--- src/hdl/eec_pkg.sv ---
/*
  Package for the EEPROM command and busy controller: register map, field
  layout, command codes, state encoding, timing counts and port structs.
  Assumes a 100 MHz pclk and an APB master with 32-bit data.
*/
package eec_pkg;

  // ==========================================================================
  // Register map (byte addresses)
  // ==========================================================================
  localparam logic [11:0] ADDR_CMD  = 12'h0B0;
  localparam logic [11:0] ADDR_DATA = 12'h0B4;
  localparam logic [11:0] ADDR_STS  = 12'h0B8;
  localparam logic [11:0] ADDR_MSK  = 12'h0BC;
  localparam logic [11:0] ADDR_MACL = 12'h0C0;
  localparam logic [11:0] ADDR_MACH = 12'h0C4;

  // ==========================================================================
  // Fields of the command register
  // ==========================================================================
  localparam int BUSY_BIT = 31;
  localparam int CMD_LSB  = 28;
  localparam int TOUT_BIT = 9;

  localparam logic [2:0] CMD_READ   = 3'h0;
  localparam logic [2:0] CMD_WRITE  = 3'h3;
  localparam logic [2:0] CMD_RELOAD = 3'h7;

  // Interrupt status and mask bits.
  localparam int IRQ_DONE = 0;
  localparam int IRQ_TOUT = 1;

  // ==========================================================================
  // Reset values and MAC load layout
  // ==========================================================================
  localparam logic       BUSY_RST     = 1'b1;
  localparam logic [1:0] MSK_RST      = 2'h0;
  localparam logic [2:0] MAC_LAST_IDX = 3'h5;

  // ==========================================================================
  // Timing
  // ==========================================================================
  localparam int CLK_MHZ        = 100;
  localparam int TIMEOUT_MS     = 30;
  localparam int TIMEOUT_CYCLES = TIMEOUT_MS * 1000 * CLK_MHZ;

  // ==========================================================================
  // Types
  // ==========================================================================
  typedef enum logic [1:0]
  {
    ST_IDLE = 2'b00,
    ST_REQ  = 2'b01,
    ST_REL  = 2'b11
  } eec_st_e;

  typedef struct packed
  {
    logic       req;
    logic       we;
    logic [7:0] addr;
    logic [7:0] wdata;
  } eec_ee_req_s;

  typedef struct packed
  {
    logic       ack;
    logic [7:0] rdata;
  } eec_ee_rsp_s;

endpackage : eec_pkg

--- src/hdl/eec_ctrl.sv ---
/*
  EEPROM command and busy controller with an APB register slave, a four-phase
  request/acknowledge port towards the EEPROM interface, automatic MAC load
  after reset, a timeout on a silent EEPROM and a level interrupt.
  Assumes the EEPROM response pins are asynchronous to pclk and that rdata is
  stable whenever ack is high.
*/
// Added by the designer: the APB register port.
`timescale 1ns/100ps

// Functional notes
// - Writing one to busy runs the selected command at the given address.
// - Busy reads one throughout an operation and clears only when it ends.
// - Read data sits in the data register before busy clears.
// - A write with no EEPROM holds busy until timeout, then clears it.
// - Busy reads one straight after reset, before any command.
// - After reset the MAC is loaded automatically; busy clears when it ends.
module eec_ctrl #(
  parameter int unsigned TIMEOUT_CYCLES = eec_pkg::TIMEOUT_CYCLES
) (
  input  wire logic                 pclk,     // System clock, 100 MHz.
  input  wire logic                 presetn,  // Asynchronous reset, active low.
  input  wire logic                 psel,     // APB select.
  input  wire logic                 penable,  // APB enable.
  input  wire logic                 pwrite,   // APB direction, high for write.
  input  wire logic [11:0]          paddr,    // APB byte address.
  input  wire logic [31:0]          pwdata,   // APB write data.
  output logic      [31:0]          prdata,   // APB read data.
  output logic                      pready,   // APB ready.
  output logic                      pslverr,  // APB error on unmapped address.
  output logic                      irq,      // Level interrupt, active high.
  output eec_pkg::eec_ee_req_s      ee_req,   // Request towards the EEPROM.
  input  wire eec_pkg::eec_ee_rsp_s ee_rsp    // Response from the EEPROM pins.
);

  // ==========================================================================
  // State
  // ==========================================================================
  typedef struct packed
  {
    eec_pkg::eec_st_e     st;
    logic                 busy;
    logic                 load;
    logic [2:0]           idx;
    logic [2:0]           cmd;
    logic [7:0]           addr;
    logic [7:0]           data;
    logic [47:0]          mac;
    logic [1:0]           sts;
    logic [1:0]           msk;
    logic [23:0]          tmr;
    logic                 pready;
    logic                 pslverr;
    logic [31:0]          prdata;
    logic                 irq;
    eec_pkg::eec_ee_req_s req;
    eec_pkg::eec_ee_rsp_s s1;
    eec_pkg::eec_ee_rsp_s s2;
  } eec_state_s;

  localparam logic [23:0] TMR_LAST = 24'(TIMEOUT_CYCLES - 1);

  eec_state_s q;
  eec_state_s d;

  // ==========================================================================
  // Register decode
  // ==========================================================================
  function automatic logic reg_hit(input logic [11:0] a);
    reg_hit = (a == eec_pkg::ADDR_CMD)  || (a == eec_pkg::ADDR_DATA) ||
              (a == eec_pkg::ADDR_STS)  || (a == eec_pkg::ADDR_MSK)  ||
              (a == eec_pkg::ADDR_MACL) || (a == eec_pkg::ADDR_MACH);
  endfunction : reg_hit

  function automatic logic [31:0] rd_word(input logic [11:0] a, input eec_state_s s);
    logic [31:0] w;
    w = 32'h0000_0000;
    case (a)
      eec_pkg::ADDR_CMD:
      begin
        w[eec_pkg::BUSY_BIT]                   = s.busy;
        w[eec_pkg::CMD_LSB +: 3]               = s.cmd;
        w[eec_pkg::TOUT_BIT]                   = s.sts[eec_pkg::IRQ_TOUT];
        w[7:0]                                 = s.addr;
      end
      eec_pkg::ADDR_DATA: w[7:0]  = s.data;
      eec_pkg::ADDR_STS:  w[1:0]  = s.sts;
      eec_pkg::ADDR_MSK:  w[1:0]  = s.msk;
      eec_pkg::ADDR_MACL: w       = s.mac[31:0];
      eec_pkg::ADDR_MACH: w[15:0] = s.mac[47:32];
      default:            w       = 32'h0000_0000;
    endcase
    rd_word = w;
  endfunction : rd_word

  // ==========================================================================
  // Next state
  // ==========================================================================
  logic wr_ok;
  logic set_done;
  logic set_tout;
  logic fail;

  always_comb
  begin
    d        = q;
    set_done = 1'b0;
    set_tout = 1'b0;
    fail     = 1'b0;

    // Response pins pass two flip-flops; only s2 is used by logic.
    d.s1 = ee_rsp;
    d.s2 = q.s1;

    // Zero-wait APB: ready is raised for the access phase after setup.
    d.pready  = 1'b0;
    d.pslverr = 1'b0;
    if (psel && !penable)
    begin
      d.pready  = 1'b1;
      d.pslverr = !reg_hit(paddr);
      d.prdata  = pwrite ? 32'h0000_0000 : rd_word(paddr, q);
    end
    wr_ok = psel && penable && pwrite && q.pready && !q.pslverr;

    if (wr_ok)
    begin
      case (paddr)
        eec_pkg::ADDR_CMD:
        begin
          // Only a one starts; a zero, or any write while busy, is ignored.
          if (!q.busy && pwdata[eec_pkg::BUSY_BIT])
          begin
            d.busy = 1'b1;
            d.cmd  = pwdata[eec_pkg::CMD_LSB +: 3];
            d.addr = pwdata[7:0];
            if (pwdata[eec_pkg::CMD_LSB +: 3] == eec_pkg::CMD_RELOAD)
            begin
              d.load = 1'b1;
              d.idx  = 3'h0;
            end
          end
        end
        eec_pkg::ADDR_DATA:
        begin
          if (!q.busy)
          begin
            d.data = pwdata[7:0];
          end
        end
        eec_pkg::ADDR_STS: d.sts = q.sts & ~pwdata[1:0];
        eec_pkg::ADDR_MSK: d.msk = pwdata[1:0];
        default:           d.sts = d.sts;
      endcase
    end

    case (q.st)
      eec_pkg::ST_IDLE:
      begin
        if (q.busy && q.s2.ack)
        begin
          // A partner still holding ack after a timed-out release must let go
          // first, or its stale byte would be taken as the next answer.
          d.tmr = q.tmr + 24'h00_0001;
          if (q.tmr == TMR_LAST)
          begin
            fail = 1'b1;
          end
        end
        else if (q.busy)
        begin
          if (q.load)
          begin
            // Automatic MAC load, one byte per handshake.
            d.req.req   = 1'b1;
            d.req.we    = 1'b0;
            d.req.addr  = {5'h00, q.idx};
            d.req.wdata = 8'h00;
            d.tmr       = 24'h00_0000;
            d.st        = eec_pkg::ST_REQ;
          end
          else if (q.cmd == eec_pkg::CMD_READ || q.cmd == eec_pkg::CMD_WRITE)
          begin
            d.req.req   = 1'b1;
            d.req.we    = (q.cmd == eec_pkg::CMD_WRITE);
            d.req.addr  = q.addr;
            d.req.wdata = q.data;
            d.tmr       = 24'h00_0000;
            d.st        = eec_pkg::ST_REQ;
          end
          else
          begin
            // An unsupported command completes at once with no EEPROM access.
            d.busy   = 1'b0;
            set_done = 1'b1;
          end
        end
      end
      eec_pkg::ST_REQ:
      begin
        d.tmr = q.tmr + 24'h00_0001;
        if (q.s2.ack)
        begin
          if (!q.req.we && q.load)
          begin
            d.mac[q.idx * 8 +: 8] = q.s2.rdata;
          end
          else if (!q.req.we)
          begin
            d.data = q.s2.rdata;
          end
          d.req.req = 1'b0;
          d.tmr     = 24'h00_0000;
          d.st      = eec_pkg::ST_REL;
        end
        else if (q.tmr == TMR_LAST)
        begin
          fail = 1'b1;
        end
      end
      eec_pkg::ST_REL:
      begin
        d.tmr = q.tmr + 24'h00_0001;
        if (!q.s2.ack)
        begin
          d.st  = eec_pkg::ST_IDLE;
          d.tmr = 24'h00_0000;
          if (q.load && q.idx != eec_pkg::MAC_LAST_IDX)
          begin
            d.idx = q.idx + 3'h1;
          end
          else
          begin
            d.busy   = 1'b0;
            d.load   = 1'b0;
            set_done = 1'b1;
          end
        end
        else if (q.tmr == TMR_LAST)
        begin
          fail = 1'b1;
        end
      end
      default:
      begin
        d.st = eec_pkg::ST_IDLE;
      end
    endcase

    // A silent EEPROM ends the operation, or the MAC load, with busy clear.
    if (fail)
    begin
      d.req.req = 1'b0;
      d.busy    = 1'b0;
      d.load    = 1'b0;
      // The count restarts so that a later wait for a stuck ack is timed
      // from zero and not from what this operation left behind.
      d.tmr     = 24'h00_0000;
      set_tout  = 1'b1;
      d.st      = eec_pkg::ST_IDLE;
    end

    // Set wins over a same-cycle write-one-to-clear.
    if (set_done)
    begin
      d.sts[eec_pkg::IRQ_DONE] = 1'b1;
    end
    if (set_tout)
    begin
      d.sts[eec_pkg::IRQ_TOUT] = 1'b1;
    end
    d.irq = |(d.sts & d.msk);
  end

  // ==========================================================================
  // Registers
  // ==========================================================================
  always_ff @(posedge pclk or negedge presetn)
  begin
    if (!presetn)
    begin
      q      <= '0;
      q.busy <= eec_pkg::BUSY_RST;
      q.load <= 1'b1;
      q.msk  <= eec_pkg::MSK_RST;
    end
    else
    begin
      q <= d;
    end
  end

  assign prdata  = q.prdata;
  assign pready  = q.pready;
  assign pslverr = q.pslverr;
  assign irq     = q.irq;
  assign ee_req  = q.req;

endmodule : eec_ctrl

--- config.mk ---
export PLATFORM = sky130hd
export DESIGN_NAME = eec_ctrl
export DESIGN_NICKNAME = d
export VERILOG_FILES = /design/src/hdl/eec_pkg.sv /design/src/hdl/eec_ctrl.sv
export SDC_FILE = /design/constraint.sdc
export NUM_CORES = 1
export LEC_CHECK = 0
export ABC_AREA = 1
export BUFFER_PORTS_ARGS = -buffer_cell sky130_fd_sc_hd__buf_2
export CAP_MARGIN = 25
export CORE_UTILIZATION = 63
export CTS_CLUSTER_SIZE = 40
export DETAILED_ROUTE_END_ITERATION = 6
export GPL_TIMING_DRIVEN = 1
export HOLD_SLACK_MARGIN = 0.1
export PLACE_DENSITY_LB_ADDON = 0.25
export SYNTH_ARGS = -nofsm -noshare
export SYNTH_HDL_FRONTEND = slang
export SYNTH_SLANG_ARGS = --single-unit
export TNS_END_PERCENT = 5
--- constraint.sdc ---
create_clock -name pclk -period 5.1 [get_ports pclk]
set_input_delay 1.02 -clock pclk [delete_from_list [all_inputs] [get_ports pclk]]
set_output_delay 1.02 -clock pclk [all_outputs]
set_load 0.02 [all_outputs]
# Yosys cells after proc, flatten, opt, wreduce, memory -nomap -nowiden
# Cells that the tools add are included.
# totals
output_inout_bits,53
elab_cells,151
input_bits,58
regBits,173
# op_classes
muxes,68
n_eq_ne,19
add_sub_neg,3
bitwise_logic,4
n_shift,2
n_reduce_logical,32
# ops
cell,count
$mux W24,8
$mux W56,2
$eq A12 B8 Y1 const B,6
$mux W18,4
$pmux W24 S3,1
$bwmux W48,1
$mux W48,1
$shift A8 B34 Y48 const A,1
$shiftx A8 B34 Y48,1
$mux W34,1
$neg A6 Y34,1
$mux W16,2
$mux W32,1
$mux W8,4
$add A24 B1 Y24 const B,1
$eq A24 B22 Y1 const B,1
$pmux W6 S4,1
$mux W1,17
$mux W4,4
$ne A3 B3 Y1 const B,5
$mux W12,1
$mux W2,6
$pmux W2 S6,1
$pmux W6 S2,1
28 further kinds,56

# Longest topological paths before layout
# logic_depth
word_depth,11
mapped_depth,13
depth_no_buf,12

# Worst setup path before layout
# Ideal clock, no wire load.
# synth_timing
path_kind,input port to flip-flop
start,in paddr[1]
end,reg q[153] (netlist name)
stages,7
required_time_ns,4.976
slack_ns,2.865
arrival_ns,2.111
setup_time_ns,0.124
path_cell_list,or2_1 nor2_2 nand2_1 nor2_2 nand3_2 o211ai_1 nand2_1
# synth_rtl
item,line,text
"start, declared",eec_ctrl.sv:26,"input wire logic [11:0] paddr,"
"end, declared",eec_ctrl.sv:63,eec_state_s q;

==> key figures <==
Synthesis
  • Sequential-to-total area share from yosys stat: 0.489
  • Post-synth top flop: dfrtp_1
  • Post-synth ARST share: 1.00
  • FF+latch count, synth: 173
  • Mapped Area: 8850 µm²
  • Post-Syn Nets: 1184
  • Distinct cell type count after synthesis: 41
  • Syn. warnings: 0
  • Number of synthesized flops with an enable pin: 0
  • Syn Inst Count: 1113
  • Mean Syn Cell Area: 7.95 µm²

Global routing
  • GRT Total Usage: 0.307
  • Initial antenna violation count: 0
  • Largest net degree at the start of global routing: 109
  • Vias in the first global route: 6886
  • Global-route wire length before repair: 34300 µm
  • Gr ovfl total: 0

Placement
  • Place WS: 1730 ps
  • Port-buffer cells: 90
  • Gpl congestion: 0.948
  • DP Wirelength: 14500 µm
  • Placed instance area: 9040 µm²

Power
  • Pwr per Cell Area: 282 nW/µm²
  • Gate power share: 0.028
  • Int Pwr: 2.11 mW
  • Sw frac: 0.223
  • Clock network fraction of design power: 0.463
  • Sw power: 607 µW
  • Worst VDD drop: 216 µV
  • Design Power: 2.72 mW
  • Pleak: 4.96 nW
  • Seq pwr share: 0.509

Clock network
  • Clock Path Buffers: 2
  • H-Tree Depth: 4
  • Clock-pin slew on the worst setup and hold paths: 60 ps
  • Post-cts sizing count: 0
  • Post-CTS setup buffer count: 0
  • CTS tree: yes
  • CTS sink cnt: 173
  • Clk_lat worst skew: 440 ps
  • Cts bufs inserted: 17
  • Clock root buffer: clkbuf_16
  • Cts hold-fix bufs: 0

Route
  • DR vias/cell: 5.60
  • # DRC: 0
  • Total Wirelength: 21000 µm
  • WL per Instance: 15.7 µm
  • DR pass1 iterations: 5
  • ANT nets after route: 0
  • Total number of vias: 7482
  • Iter 0 DRT Violations: 716

Worst setup path
  • Worst reg2reg path depth: 9
  • Crit path kind: register to register
  • Worst setup EP type: register
  • CP required: 5450 ps
  • Worst Path Max Fanout: 12
  • Critical Path Source Type: register
  • Arr. time, crit path: 3490 ps

STA
  • Tmin final: 3140 ps
  • Final setup violating endpoints: 0
  • Final TNS setup: 0 ps
  • Final Hold Fails: 0
  • Post-route setup slack: 1960 ps
  • Relative slew slack: 0.280
  • Slew Viols, Final: 0
  • RSZ-0062 raised after global routing: false
  • Worst-margin pin slew: 1080 ps
  • FMAX: 318 MHz
  • Clk_skew: 6.99 ps
  • Final Cycle Share: 0.616

Hold path
  • Number of cells on the worst hold path: 0
  • Hold Crit Class: register to register

Die
  • Die X-Extent: 121 µm
  • Num rows: 42
  • Die footprint: 14500 µm²
  • Io pins: 111
  • Initial Util: 0.658
  • Die Height: 121 µm
  • Core box area: 13500 µm²

Layout
  • Diode count: 0
  • Post-layout nets: 1219
  • Area growth syn-to-layout: 8.95%
  • Layout cells sized above 1: 0.132
  • Core Util, Final: 0.717
  • Final Cell Area: 9640 µm²

Job
  • Max-Cap Viols: 0

Status
  • Status: finished, final reports clean
kinds of logic after synthesis:
kind of cell	count (synthesis)	share of synthesized area
xor gates and xnor gates	11	0.0109
AOI/OAI and AO/OA	148	0.0984
adders and majority gates	13	0.0184
buffers and inverters	199	0.111
DFF	173	0.489
and+or+nand+nor	569	0.272
cells in the mapped netlist, drive strengths merged (7+ instances only):
library cell | instances | area [µm²]
a21oi | 8 | 40.0
a31oi | 9 | 56.3
a32o | 12 | 120
buf | 63 | 467
clkbuf | 17 | 63.8
dfrtp | 171 | 4280
ha | 13 | 163
inv | 118 | 445
nand2 | 373 | 1420
nand3 | 65 | 353
nand4 | 21 | 131
nor2 | 88 | 374
nor3 | 17 | 90.1
o21ai | 95 | 475
o22ai | 7 | 43.8
xor2 | 8 | 70.1
metal layers:
layer	track usage	routed length [µm]
met5	0	0
met4	0.147	733
met3	0.0524	1540
met2	0.469	9600
met1	0.429	9100
stage by stage:
| stage | cells | hold slack (ps) |
|---|---|---|
| floorplan | 1113 | 331 |
| global placement | 1304 | 332 |
| detailed placement | 1304 | 335 |
| CTS | 1336 | 346 |
| global route | 1337 | 353 |
| finish | 1337 | 345 |
worst max-delay path, cell delays in order (launching register included):
cell	delay, ps
dfrtp_1	520
inv_1	200
ha_1	270
ha_1	450
inv_1	140
nor3_2	270
inv_1	170
nor2_1	620
inv_1	210
o21ai_0	210
power groups by stage:
stage / clock network [mW] / registers (mW) / logic [mW]
after floorplan: 0 / 1.41 / 0.0196
after global placement: 0 / 1.41 / 0.0723
after detailed placement: 0 / 1.41 / 0.0730
after CTS: 1.27 / 1.39 / 0.0735
after global routing: 1.32 / 1.39 / 0.0849
final: 1.26 / 1.39 / 0.0750
layout by cell type, fill, tap and decap left out, drive strengths merged, types with 9 or more instances in the layout:
cell type  count
a31oi          9
a32o          12
buf           96
clkbuf        20
clkinv         9
dfrtp        171
ha            13
inv          121
nand2        373
nand3         65
nand4         21
nor2          88
nor3          17
o21ai         95
worst paths after layout:
| kind | slack (ps) | start | endpoint |
|---|---|---|---|
| min | 340 | d[2]$_DFF_PN0_ | q[2]$_DFF_PN0_ |
| max reg2reg | 1960 | q[166]$_DFF_PN0_ | register |
| min in group asynchronous | 430 | presetn | ee_req[0]$_DFFE_PN0P_ |
| max | 1960 | q[166]$_DFF_PN0_ | register |
| max in group asynchronous | 3530 | presetn | async pin |
| min reg2reg | 340 | d[2]$_DFF_PN0_ | q[2]$_DFF_PN0_ |
final cells by class:
class | instances | area, µm²
Multi-Input combinational cell | 741 | 3540
Fill cell | 1043 | 3810
Clock inverter | 12 | 111
Inverter | 119 | 449
Timing Repair Buffer | 96 | 522
Clock buffer | 20 | 467
Tap cell | 176 | 220
Sequential cell | 173 | 4330
Power figures use the tool's default switching activity.
